===== src/ptm_map.svh =====
`ifndef PTM_MAP_SVH
`define PTM_MAP_SVH

// register byte addresses
`define PTM_ADDR_EVENT_FLAGS     32'h4000c000
`define PTM_ADDR_TIMER_CONTROL   32'h4000c004
`define PTM_ADDR_TIMER_COUNT     32'h4000c008
`define PTM_ADDR_PRESCALE_LIMIT  32'h4000c00c
`define PTM_ADDR_PRESCALE_COUNT  32'h4000c010
`define PTM_ADDR_MATCH_ACTION    32'h4000c014
`define PTM_ADDR_MATCH_VALUE0    32'h4000c018
`define PTM_ADDR_MATCH_STEP      32'h00000004
`define PTM_ADDR_CAPTURE_CONTROL 32'h4000c028
`define PTM_ADDR_IRQ_MASK        32'h4000c040
`define PTM_ADDR_IRQ_STATUS      32'h4000c044

// field widths and positions
`define PTM_CTRL_W               2
`define PTM_CTRL_ENABLE_BIT      0
`define PTM_CTRL_RESET_BIT       1
`define PTM_MCR_W                12
`define PTM_MCR_STRIDE           3
`define PTM_MCR_IRQ_OFS          0
`define PTM_MCR_RESET_OFS        1
`define PTM_MCR_STOP_OFS         2
`define PTM_FLAG_W               5
`define PTM_FLAG_CAPTURE_BIT     4
`define PTM_MAX_MATCH            4
`define PTM_CAP_IRQ_EN_BIT       0

// reset values
`define PTM_RST_CTRL             2'h0
`define PTM_RST_MCR              12'h000
`define PTM_RST_FLAGS            5'h00

`endif


===== src/ptm_pkg.sv =====
package ptm_pkg;

    typedef logic [31:0] ptm_word_t;
    typedef logic [3:0]  ptm_strb_t;

    typedef enum logic [1:0] {
        PTM_RESP_OKAY   = 2'h0,
        PTM_RESP_SLVERR = 2'h2
    } ptm_resp_e;

endpackage


===== src/ptm_timer.sv =====
`timescale 1ns/1ps
`include "ptm_map.svh"

// Contract
// - flag register: match flags 0-3 in bits 0-3, capture flag bit 4, reset zero.
// - a flag goes high on its event and stays high until software clears it.
// - writing one clears a flag, writing zero leaves it unchanged.
// - control bit 0 lets both counters count; when clear both hold.
// - control bit 1 holds both counters at zero from the next edge.
// - timer counter is 16 bits and steps when prescale counter hits terminal count.
// - timer counter wraps from ffff to zero without raising any flag.
// - a 16-bit prescale limit sets the highest prescale counter value.
// - prescale counter counts each enabled clock, returns to zero after the limit.
// - limit zero steps timer every clock, limit one every two clocks.
// - match 0 with action bit 0 raises match flag 0.
// - match 0 with action bit 1 resets the timer counter.
// - match 0 with action bit 2 stops counters and clears control bit 0.
// - match 1 with action bit 3 raises match flag 1.
// - channels 1-3 have reset/stop bits 4,5,7,8,10,11 and irq bits 6,9.
// - every match value is compared continuously with the timer counter.
module ptm_timer #(
    parameter int CNT_W     = 16,
    parameter int NUM_MATCH = 4
) (
    input  logic                aclk,
    input  logic                aresetn,
    input  logic                awvalid,
    output logic                awready,
    input  ptm_pkg::ptm_word_t  awaddr,
    input  logic                wvalid,
    output logic                wready,
    input  ptm_pkg::ptm_word_t  wdata,
    input  ptm_pkg::ptm_strb_t  wstrb,
    output logic                bvalid,
    input  logic                bready,
    output logic [1:0]          bresp,
    input  logic                arvalid,
    output logic                arready,
    input  ptm_pkg::ptm_word_t  araddr,
    output logic                rvalid,
    input  logic                rready,
    output ptm_pkg::ptm_word_t  rdata,
    output logic [1:0]          rresp,
    input  logic                capture_event,
    output logic                irq
);

    if (CNT_W < 2 || CNT_W > 32) begin : g_bad_width
        $error("ptm_timer: CNT_W must lie in 2..32");
    end
    if (NUM_MATCH < 1 || NUM_MATCH > `PTM_MAX_MATCH) begin : g_bad_match
        $error("ptm_timer: NUM_MATCH must lie in 1..4");
    end

    function automatic ptm_pkg::ptm_word_t strb_mask(input ptm_pkg::ptm_strb_t s);
        ptm_pkg::ptm_word_t m;
        m = '0;
        for (int b = 0; b < 4; b++) begin
            m[b*8 +: 8] = {8{s[b]}};
        end
        return m;
    endfunction

    function automatic ptm_pkg::ptm_word_t merge(input ptm_pkg::ptm_word_t old_v,
                                                 input ptm_pkg::ptm_word_t new_v,
                                                 input ptm_pkg::ptm_word_t m);
        return (old_v & ~m) | (new_v & m);
    endfunction

    function automatic logic is_mapped(input ptm_pkg::ptm_word_t a);
        logic hit;
        hit = (a == `PTM_ADDR_EVENT_FLAGS) || (a == `PTM_ADDR_TIMER_CONTROL) ||
              (a == `PTM_ADDR_TIMER_COUNT) || (a == `PTM_ADDR_PRESCALE_LIMIT) ||
              (a == `PTM_ADDR_PRESCALE_COUNT) || (a == `PTM_ADDR_MATCH_ACTION) ||
              (a == `PTM_ADDR_CAPTURE_CONTROL) || (a == `PTM_ADDR_IRQ_MASK) ||
              (a == `PTM_ADDR_IRQ_STATUS);
        for (int i = 0; i < NUM_MATCH; i++) begin
            if (a == `PTM_ADDR_MATCH_VALUE0 + 32'(i) * `PTM_ADDR_MATCH_STEP) begin
                hit = 1'b1;
            end
        end
        return hit;
    endfunction

    // register file
    logic [CNT_W-1:0]           main_count_reg;
    logic [CNT_W-1:0]           main_count_next;
    logic [CNT_W-1:0]           prescale_count_value_reg;
    logic [CNT_W-1:0]           prescale_count_value_next;
    logic [CNT_W-1:0]           prescale_limit_value_reg;
    logic [CNT_W-1:0]           match_value_reg [NUM_MATCH];
    logic [`PTM_CTRL_W-1:0]     counter_control_reg;
    logic [`PTM_CTRL_W-1:0]     counter_control_next;
    logic [`PTM_MCR_W-1:0]      match_action_reg;
    logic [`PTM_FLAG_W-1:0]     event_flag_reg;
    logic [`PTM_FLAG_W-1:0]     event_flag_next;
    logic [`PTM_FLAG_W-1:0]     irq_mask_reg;
    logic [`PTM_FLAG_W-1:0]     irq_status_reg;
    logic [`PTM_FLAG_W-1:0]     irq_status_next;
    logic                       capture_control_reg;

    // bus channel state
    logic                       aw_have_reg;
    logic                       aw_have_next;
    ptm_pkg::ptm_word_t         aw_addr_reg;
    logic                       w_have_reg;
    logic                       w_have_next;
    ptm_pkg::ptm_word_t         w_data_reg;
    ptm_pkg::ptm_strb_t         w_strb_reg;
    logic                       awready_reg;
    logic                       wready_reg;
    logic                       bvalid_reg;
    logic                       bvalid_next;
    logic [1:0]                 bresp_reg;
    logic                       arready_reg;
    logic                       rvalid_reg;
    logic                       rvalid_next;
    ptm_pkg::ptm_word_t         rdata_reg;
    ptm_pkg::ptm_word_t         rdata_mux;
    logic [1:0]                 rresp_reg;
    logic                       irq_reg;

    logic                       aw_fire;
    logic                       w_fire;
    logic                       ar_fire;
    logic                       do_write;
    ptm_pkg::ptm_word_t         wmask;
    ptm_pkg::ptm_word_t         flag_clr;
    logic                       tc_wr;
    logic                       pc_wr;
    logic                       ctrl_wr;
    logic [NUM_MATCH-1:0]       mr_wr;
    logic                       status_rd_clr;

    // match and counting
    logic [NUM_MATCH-1:0]       hit;
    logic [NUM_MATCH-1:0]       hit_q_reg;
    logic [NUM_MATCH-1:0]       evt;
    logic [NUM_MATCH-1:0]       irq_en;
    logic [NUM_MATCH-1:0]       rst_en;
    logic [NUM_MATCH-1:0]       stop_en;
    logic                       any_rst;
    logic                       any_stop;
    logic                       cnt_en;
    logic                       cnt_rst;
    logic                       tick;
    logic [`PTM_FLAG_W-1:0]     flag_set;

    assign awready = awready_reg;
    assign wready  = wready_reg;
    assign bvalid  = bvalid_reg;
    assign bresp   = bresp_reg;
    assign arready = arready_reg;
    assign rvalid  = rvalid_reg;
    assign rdata   = rdata_reg;
    assign rresp   = rresp_reg;
    assign irq     = irq_reg;

    // write channel: address and data accepted in either order
    assign aw_fire  = awvalid & awready_reg;
    assign w_fire   = wvalid & wready_reg;
    assign do_write = aw_have_reg & w_have_reg & ~bvalid_reg;
    assign wmask    = strb_mask(w_strb_reg);
    assign flag_clr = w_data_reg & wmask;

    always_comb begin
        aw_have_next = (aw_have_reg | aw_fire) & ~do_write;
        w_have_next  = (w_have_reg | w_fire) & ~do_write;
        bvalid_next  = do_write | (bvalid_reg & ~bready);
    end

    always_comb begin
        tc_wr   = do_write && (aw_addr_reg == `PTM_ADDR_TIMER_COUNT);
        pc_wr   = do_write && (aw_addr_reg == `PTM_ADDR_PRESCALE_COUNT);
        ctrl_wr = do_write && (aw_addr_reg == `PTM_ADDR_TIMER_CONTROL);
        for (int i = 0; i < NUM_MATCH; i++) begin
            mr_wr[i] = do_write && (aw_addr_reg ==
                       `PTM_ADDR_MATCH_VALUE0 + 32'(i) * `PTM_ADDR_MATCH_STEP);
        end
    end

    always_ff @(posedge aclk) begin
        if (!aresetn) begin
            aw_have_reg <= 1'b0;
            w_have_reg  <= 1'b0;
            awready_reg <= 1'b0;
            wready_reg  <= 1'b0;
            bvalid_reg  <= 1'b0;
            bresp_reg   <= ptm_pkg::PTM_RESP_OKAY;
        end else begin
            aw_have_reg <= aw_have_next;
            w_have_reg  <= w_have_next;
            awready_reg <= ~aw_have_next & ~bvalid_next;
            wready_reg  <= ~w_have_next & ~bvalid_next;
            bvalid_reg  <= bvalid_next;
            if (do_write) begin
                bresp_reg <= is_mapped(aw_addr_reg) ? ptm_pkg::PTM_RESP_OKAY
                                                    : ptm_pkg::PTM_RESP_SLVERR;
            end
        end
    end

    always_ff @(posedge aclk) begin
        if (!aresetn) begin
            aw_addr_reg <= '0;
            w_data_reg  <= '0;
            w_strb_reg  <= '0;
        end else begin
            if (aw_fire) begin
                aw_addr_reg <= awaddr;
            end
            if (w_fire) begin
                w_data_reg <= wdata;
                w_strb_reg <= wstrb;
            end
        end
    end

    // read channel: data registered one cycle after the address is taken
    assign ar_fire       = arvalid & arready_reg;
    assign status_rd_clr = ar_fire && (araddr == `PTM_ADDR_IRQ_STATUS);
    assign rvalid_next   = ar_fire | (rvalid_reg & ~rready);

    always_comb begin
        rdata_mux = '0;
        unique case (araddr)
            `PTM_ADDR_EVENT_FLAGS:     rdata_mux = 32'(event_flag_reg);
            `PTM_ADDR_TIMER_CONTROL:   rdata_mux = 32'(counter_control_reg);
            `PTM_ADDR_TIMER_COUNT:     rdata_mux = 32'(main_count_reg);
            `PTM_ADDR_PRESCALE_LIMIT:  rdata_mux = 32'(prescale_limit_value_reg);
            `PTM_ADDR_PRESCALE_COUNT:  rdata_mux = 32'(prescale_count_value_reg);
            `PTM_ADDR_MATCH_ACTION:    rdata_mux = 32'(match_action_reg);
            `PTM_ADDR_CAPTURE_CONTROL: rdata_mux = 32'(capture_control_reg);
            `PTM_ADDR_IRQ_MASK:        rdata_mux = 32'(irq_mask_reg);
            `PTM_ADDR_IRQ_STATUS:      rdata_mux = 32'(irq_status_reg);
            default: begin
                for (int i = 0; i < NUM_MATCH; i++) begin
                    if (araddr == `PTM_ADDR_MATCH_VALUE0 + 32'(i) * `PTM_ADDR_MATCH_STEP) begin
                        rdata_mux = 32'(match_value_reg[i]);
                    end
                end
            end
        endcase
    end

    always_ff @(posedge aclk) begin
        if (!aresetn) begin
            arready_reg <= 1'b0;
            rvalid_reg  <= 1'b0;
            rdata_reg   <= '0;
            rresp_reg   <= ptm_pkg::PTM_RESP_OKAY;
        end else begin
            arready_reg <= ~rvalid_next;
            rvalid_reg  <= rvalid_next;
            if (ar_fire) begin
                rdata_reg <= rdata_mux;
                rresp_reg <= is_mapped(araddr) ? ptm_pkg::PTM_RESP_OKAY
                                               : ptm_pkg::PTM_RESP_SLVERR;
            end
        end
    end

    // match compare and action decode
    always_comb begin
        for (int i = 0; i < NUM_MATCH; i++) begin
            hit[i]     = (main_count_reg == match_value_reg[i]);
            irq_en[i]  = match_action_reg[i*`PTM_MCR_STRIDE + `PTM_MCR_IRQ_OFS];
            rst_en[i]  = match_action_reg[i*`PTM_MCR_STRIDE + `PTM_MCR_RESET_OFS];
            stop_en[i] = match_action_reg[i*`PTM_MCR_STRIDE + `PTM_MCR_STOP_OFS];
        end
    end

    // action fires when equality newly appears
    assign evt      = hit & ~hit_q_reg;
    assign any_rst  = |(evt & rst_en);
    assign any_stop = |(evt & stop_en);
    assign cnt_en   = counter_control_reg[`PTM_CTRL_ENABLE_BIT];
    assign cnt_rst  = counter_control_reg[`PTM_CTRL_RESET_BIT];
    assign tick     = cnt_en & ~any_stop & (prescale_count_value_reg == prescale_limit_value_reg);

    // counters and match values all reset to zero, so every channel starts equal
    always_ff @(posedge aclk) begin
        if (!aresetn) begin
            hit_q_reg <= '1;
        end else begin
            hit_q_reg <= hit;
        end
    end

    always_comb begin
        main_count_next = main_count_reg;
        if (cnt_rst) begin
            main_count_next = '0;
        end else if (tc_wr) begin
            main_count_next = CNT_W'(merge(32'(main_count_reg), w_data_reg, wmask));
        end else if (any_rst) begin
            main_count_next = '0;
        end else if (tick) begin
            main_count_next = CNT_W'(main_count_reg + 1'b1);
        end
    end

    always_comb begin
        prescale_count_value_next = prescale_count_value_reg;
        if (cnt_rst) begin
            prescale_count_value_next = '0;
        end else if (pc_wr) begin
            prescale_count_value_next =
                CNT_W'(merge(32'(prescale_count_value_reg), w_data_reg, wmask));
        end else if (any_rst) begin
            prescale_count_value_next = '0;
        end else if (cnt_en && !any_stop) begin
            prescale_count_value_next = tick ? '0
                                      : CNT_W'(prescale_count_value_reg + 1'b1);
        end
    end

    always_comb begin
        counter_control_next = counter_control_reg;
        if (ctrl_wr) begin
            counter_control_next =
                `PTM_CTRL_W'(merge(32'(counter_control_reg), w_data_reg, wmask));
        end
        if (any_stop) begin
            counter_control_next[`PTM_CTRL_ENABLE_BIT] = 1'b0;
        end
    end

    always_ff @(posedge aclk) begin
        if (!aresetn) begin
            main_count_reg           <= '0;
            prescale_count_value_reg <= '0;
            counter_control_reg      <= `PTM_RST_CTRL;
        end else begin
            main_count_reg           <= main_count_next;
            prescale_count_value_reg <= prescale_count_value_next;
            counter_control_reg      <= counter_control_next;
        end
    end

    // plain configuration registers
    always_ff @(posedge aclk) begin
        if (!aresetn) begin
            prescale_limit_value_reg <= '0;
            match_action_reg         <= `PTM_RST_MCR;
            capture_control_reg      <= 1'b0;
            irq_mask_reg             <= `PTM_RST_FLAGS;
            for (int i = 0; i < NUM_MATCH; i++) begin
                match_value_reg[i] <= '0;
            end
        end else if (do_write) begin
            unique case (aw_addr_reg)
                `PTM_ADDR_PRESCALE_LIMIT: prescale_limit_value_reg <=
                    CNT_W'(merge(32'(prescale_limit_value_reg), w_data_reg, wmask));
                `PTM_ADDR_MATCH_ACTION: match_action_reg <=
                    `PTM_MCR_W'(merge(32'(match_action_reg), w_data_reg, wmask));
                `PTM_ADDR_CAPTURE_CONTROL: capture_control_reg <=
                    wmask[`PTM_CAP_IRQ_EN_BIT] ? w_data_reg[`PTM_CAP_IRQ_EN_BIT]
                                               : capture_control_reg;
                `PTM_ADDR_IRQ_MASK: irq_mask_reg <=
                    `PTM_FLAG_W'(merge(32'(irq_mask_reg), w_data_reg, wmask));
                default: begin
                    for (int i = 0; i < NUM_MATCH; i++) begin
                        if (mr_wr[i]) begin
                            match_value_reg[i] <=
                                CNT_W'(merge(32'(match_value_reg[i]), w_data_reg, wmask));
                        end
                    end
                end
            endcase
        end
    end

    // event flags, interrupt status and interrupt line
    always_comb begin
        flag_set = '0;
        for (int i = 0; i < NUM_MATCH; i++) begin
            flag_set[i] = evt[i] & irq_en[i];
        end
        flag_set[`PTM_FLAG_CAPTURE_BIT] = capture_event & capture_control_reg;
    end

    always_comb begin
        event_flag_next = event_flag_reg;
        if (do_write && aw_addr_reg == `PTM_ADDR_EVENT_FLAGS) begin
            event_flag_next = event_flag_reg & ~flag_clr[`PTM_FLAG_W-1:0];
        end
        event_flag_next = event_flag_next | flag_set;
        irq_status_next = (status_rd_clr ? `PTM_RST_FLAGS : irq_status_reg) | flag_set;
    end

    always_ff @(posedge aclk) begin
        if (!aresetn) begin
            event_flag_reg <= `PTM_RST_FLAGS;
            irq_status_reg <= `PTM_RST_FLAGS;
            irq_reg        <= 1'b0;
        end else begin
            event_flag_reg <= event_flag_next;
            irq_status_reg <= irq_status_next;
            irq_reg        <= |(irq_status_next & irq_mask_reg);
        end
    end
endmodule


===== config.mk =====
export PLATFORM = sky130hd
export DESIGN_NAME = ptm_timer
export DESIGN_NICKNAME = d
export VERILOG_FILES = /design/src/ptm_pkg.sv /design/src/ptm_timer.sv
export VERILOG_INCLUDE_DIRS = /design/src
export SDC_FILE = /design/constraint.sdc
export NUM_CORES = 1
export LEC_CHECK = 0
export ABC_AREA = 0
export BUFFER_PORTS_ARGS = -buffer_cell sky130_fd_sc_hd__buf_2
export CAP_MARGIN = 15
export CORE_UTILIZATION = 59
export DETAILED_ROUTE_END_ITERATION = 8
export PLACE_DENSITY = 0.8
export SLEW_MARGIN = 15
export SYNTH_ARGS = -nofsm -noshare
export SYNTH_HDL_FRONTEND = slang
export SYNTH_SLANG_ARGS = --single-unit

===== constraint.sdc =====
create_clock -name aclk -period 4.3 [get_ports aclk]
set_clock_uncertainty 0.1 [all_clocks]
set_input_delay 0.43 -clock aclk [delete_from_list [all_inputs] [get_ports aclk]]
set_output_delay 0.43 -clock aclk [all_outputs]
set_load 0.02 [all_outputs]

Yosys cells after proc, flatten, opt, wreduce, memory -nomap -nowiden
Memory sizes are Yosys's and may differ from the RTL's.
Cells that the tools add are included.
{"block": "word_totals", "register_bits": 176, "ram_bits": 64, "input_bits": 108, "output_inout_bits": 42, "word_cells": 218, "mem_count": 1}
{"block": "op_classes", "addsub": 2, "n_eq_ne": 31, "mux": 53, "n_bitwise": 67, "n_reduce_logical": 39}
{"memory": "match_value_reg", "depth": 4, "width": 16, "read_ports": 4, "rd_ports_with_merged_regs": 0, "wr": 4, "line": "ptm_timer.sv:91", "rtl": "logic [CNT_W-1:0] match_value_reg [NUM_MATCH];"}
{"cell": "32-bit by 31-bit equality test with 1-bit output, second input constant", "count": 26}
{"cell": "32-bit case mux with 9 select lines", "count": 1}
{"cell": "16-bit 2-to-1 mux", "count": 12}
{"cell": "16-bit AND", "count": 8}
{"cell": "16-bit OR", "count": 7}
{"cell": "32-bit 2-to-1 mux", "count": 3}
{"cell": "16-bit equality test", "count": 5}
{"cell": "1-bit 2-to-1 mux", "count": 33}
{"cell": "16-bit by 1-bit adder with 16-bit output, second input constant", "count": 2}
{"cell": "1-bit AND", "count": 18}
{"cell": "1-bit logical OR", "count": 16}
{"cell": "16-bit inverter", "count": 1}
{"cell": "5-bit AND", "count": 3}
{"cell": "5-bit OR", "count": 3}
{"cell": "12-bit AND", "count": 1}
{"cell": "4-bit AND", "count": 3}
{"cell": "12-bit OR", "count": 1}
{"cell": "4-bit OR reduction", "count": 3}
{"cell": "1-bit logical AND", "count": 10}
{"cell": "5-bit 2-to-1 mux", "count": 2}
{"cell": "1-bit inverter", "count": 10}
{"cell": "5-bit OR reduction", "count": 2}
{"cell": "1-bit OR", "count": 8}
{"cell": "2-bit AND reduction", "count": 3}
{"cell": "9 further kinds", "count": 11}

Longest topological paths before layout
{"block": "depth", "word_depth": 16, "mapped_depth": 11, "depth_no_buf": 9}

Worst setup path after synthesis
OpenSTA, ideal clock, no wires.
{"block": "synth_path", "path_type": "register -> register", "start": "register aw_addr_reg[5]", "end": "memory match_value_reg[0][0] (enable)", "setup_time_ns": 0.411, "t_arrival_ns": 2.789, "required_ns": 3.789, "path_slack_ns": 1.000, "path_stages_with_launch": 10, "n_path_buf": 1, "period_less_slack_ns": 3.300, "cell_sequence": "dfxtp_1 -> clkbuf_1 -> nor2_1 -> o2bb2a_1 -> nor2_1 -> a21oi_1 -> o31ai_1 -> nor3_1 -> inv_1 -> o21ai_0"}
{"element": "start, declared", "line": "ptm_timer.sv:105", "rtl": "ptm_pkg::ptm_word_t aw_addr_reg;"}
{"element": "start signal, assigned", "line": "ptm_timer.sv:210", "rtl": "aw_addr_reg <= awaddr;"}
{"element": "end, declared", "line": "ptm_timer.sv:91"}

==> metrics.txt <==
Tot GR Track Use=33.2%; RSZ-0062 raised after global routing=false; Nets=1563; Int Pwr=~0.0035 W; Synth top area share=25.8%; Seq cells post-synth=about 220; I/O Pins=150; share of layout cells above drive strength 1=14.1%; top cells by area, synth=dfxtp_1 (26%), edfxtp_1 (16%), nand2_1 (6.2%); Die Footprint=0.0213 sq mm; hold crit path type=in -> reg; worst slew pin tran=about 1.2 ns; clock-pin slew on the worst setup and hold paths=0.06 ns; cell row count=52; GPL Wtd Cong=between 0.9 and 1; top-count cell post-synth=nand2_1; clk buf depth=3; number of global-route vias before repair=10218; clock network fraction of design power=43.4%; synth unique cells=78; CORE AREA=a little over 0.02 sq mm; worst-skew pair later-pin latency=0.54 ns; post-route minimum period=3.31 ns; ys flop type=dfxtp_1; number of gates resized after CTS=0; Placement Cell Area=0.0127 sq mm; DRT iter0 DRCs=roughly 1200; FF-to-FF setup slack=0.99 ns; wire per inst=20.4 um; pwr dens=342 mW/mm^2; startpoint types=flip-flop; first-pass GRT wire length=~56000 um; Hold Fails Final Rpt=0; final setup violation count=0; Placed Instances=between 1500 and 2000; Max VDD drop=between 0.0003 and 0.0004 V; IO Port Bufs=roughly 110; Die Span X=about 150 um; CTS buffer count=25; Slew Limit Fails=0; H-tree depth=1; Setup Fix Bufs, Post-CTS=0; post-route setup TNS=0 ns; maximum number of pins on one net before global-route repair=53; Max-slew headroom=between 20% and 30%; Critical Path RT=between 4 and 5 ns; Sw Ratio=25.0%; vias=10980; Post-DP HPWL=between 20000 and 30000 um; drt first pass iters=6; CTS tree=yes; drt via density=approximately 6.3; Async SR Flop Fraction=0%; period utilization=a little under 80%; FMAX=302 MHz; GR Overflow Total=0; initial antenna violation count=0; syn_area_per_cell=just under 9 sq um; Ys Warns=0; Post-Layout Cell Count=approximately 1700; # DRC=0; status=completed; crit path DAT=3.60 ns; clk sink count=between 200 and 250; cell taking the most area after synthesis=dfxtp_1; n_diodes=0; Max-Cap Viols=0; Critical Path End Type=flip-flop; P_leak=~5.2 nW; synth-to-layout area growth=10.0%; cell count after synthesis=1402; CTS Root Cell=clkbuf_16; fin area=0.0135 sq mm; Core Util, Final=roughly two thirds; Final ANT Viol Nets=0; Mapped Area=0.0122 sq mm; WS Path Type=reg -> reg; EDFF count, synth=64; routed wire length=35500 um; synth cell count leaders=nand2_1 (201), dfxtp_1 (158), a21oi_1 (101); starting density of the core=60.3%; sequential power share=49.3%; switching pwr=0.00115 W; Die Y=~150 um; CTS hold repair buffers=0; sequential element share of the synthesized area=41.5%; critical-path maximum fanout=12; Logic pwr share=7.3%
-- through the flow --
stage | total power (W) | hold slack, ns | setup WS, ns
2_1_floorplan | 0.00253 | 0.322 | 1.00
3_3_place_gp | 0.00264 | 0.346 | 1.07
3_5_place_dp | 0.00265 | 0.353 | 1.06
4_1_cts | 0.00461 | 0.0324 | 1.03
5_1_grt | 0.00474 | 0.0405 | 0.780
6_report | 0.00461 | 0.0409 | 0.987
-- final cells by class --
type / instances / area (sq um)
Clock buffer: 32 / 682
Clock inverter: 14 / 81.3
Fill cell: 1751 / 6840
Inverter: 25 / 93.8
Multi-Input combinational cell: 1056 / 6540
Sequential cell: 222 / 5080
Tap cell: 270 / 338
Timing Repair Buffer: 123 / 643
-- layout by cell type, fill, tap and decap left out, types with 11 or more instances in the layout --
| cell | count |
|---|---|
| o21ai_1 | 11 |
| a222oi_1 | 17 |
| nand2b_1 | 78 |
| clkbuf_16 | 25 |
| nor4_1 | 28 |
| xor2_1 | 73 |
| a221oi_1 | 11 |
| dfxtp_1 | 158 |
| nor2b_1 | 40 |
| nand3_1 | 27 |
| mux2i_1 | 38 |
| o211ai_1 | 17 |
| nand4_1 | 14 |
| o21ai_0 | 48 |
| buf_2 | 112 |
| xnor2_1 | 11 |
| o22ai_1 | 14 |
| and3_1 | 15 |
| a31oi_1 | 21 |
| a21oi_1 | 101 |
| edfxtp_1 | 64 |
| inv_1 | 25 |
| conb_1 | 18 |
| buf_4 | 11 |
| nor2_1 | 57 |
| nand2_1 | 201 |
| nor3_1 | 31 |
| a22oi_1 | 18 |
| a21boi_0 | 67 |
-- routing by layer --
layer / vias to the layer above / GRT usage (%) / part of all wire, %
li1: 5090 / - / -
met1: 5121 / 45.7 / 41
met2: 659 / 52.5 / 45
met3: 110 / 4.31 / 9.9
met4: 0 / 14.5 / 4.1
met5: - / 0 / 0
-- worst paths after layout --
path                    start              end  depth (start not counted)
setup / recovery    flip-flop        flip-flop                          9
hold / removal     awaddr[20]  aw_addr_reg[20]                          3
setup reg to reg    flip-flop        flip-flop                          9
hold reg to reg   aw_have_reg          awready                          1
-- kinds of logic after synthesis --
group | Yosys count | synth area share (%)
XOR/XNOR | 84 | 6.01
other | 1 | 0.0306
AO/OA/AOI/OAI | 359 | 19.4
flip-flops | 222 | 41.5
buffers and inverters | 141 | 5.54
adder cells (fa/ha/maj) | 2 | 0.204
multiplexers | 42 | 3.48
AND/OR/NAND/NOR | 551 | 23.8
-- critical path: stages (launching register included) --
cell	delay, ns
dfxtp_1	0.59
xor2_1	0.12
nor4_1	0.47
nand4_1	0.39
o32a_1	0.43
nand3_1	0.43
buf_4	0.30
o21ai_2	0.11
mux2i_1	0.17
nor2_1	0.06
-- power by group through the flow --
stage	logic (W)	clock network (W)	registers (W)
finish	0.000335	0.00200	0.00227
global route	0.000365	0.00209	0.00228
CTS	0.000332	0.00201	0.00227
detailed placement	0.000330	0	0.00232
global placement	0.000325	0	0.00231
floorplan	0.000222	0	0.00231
No activity file was read; power rests on OpenSTA's default activity.
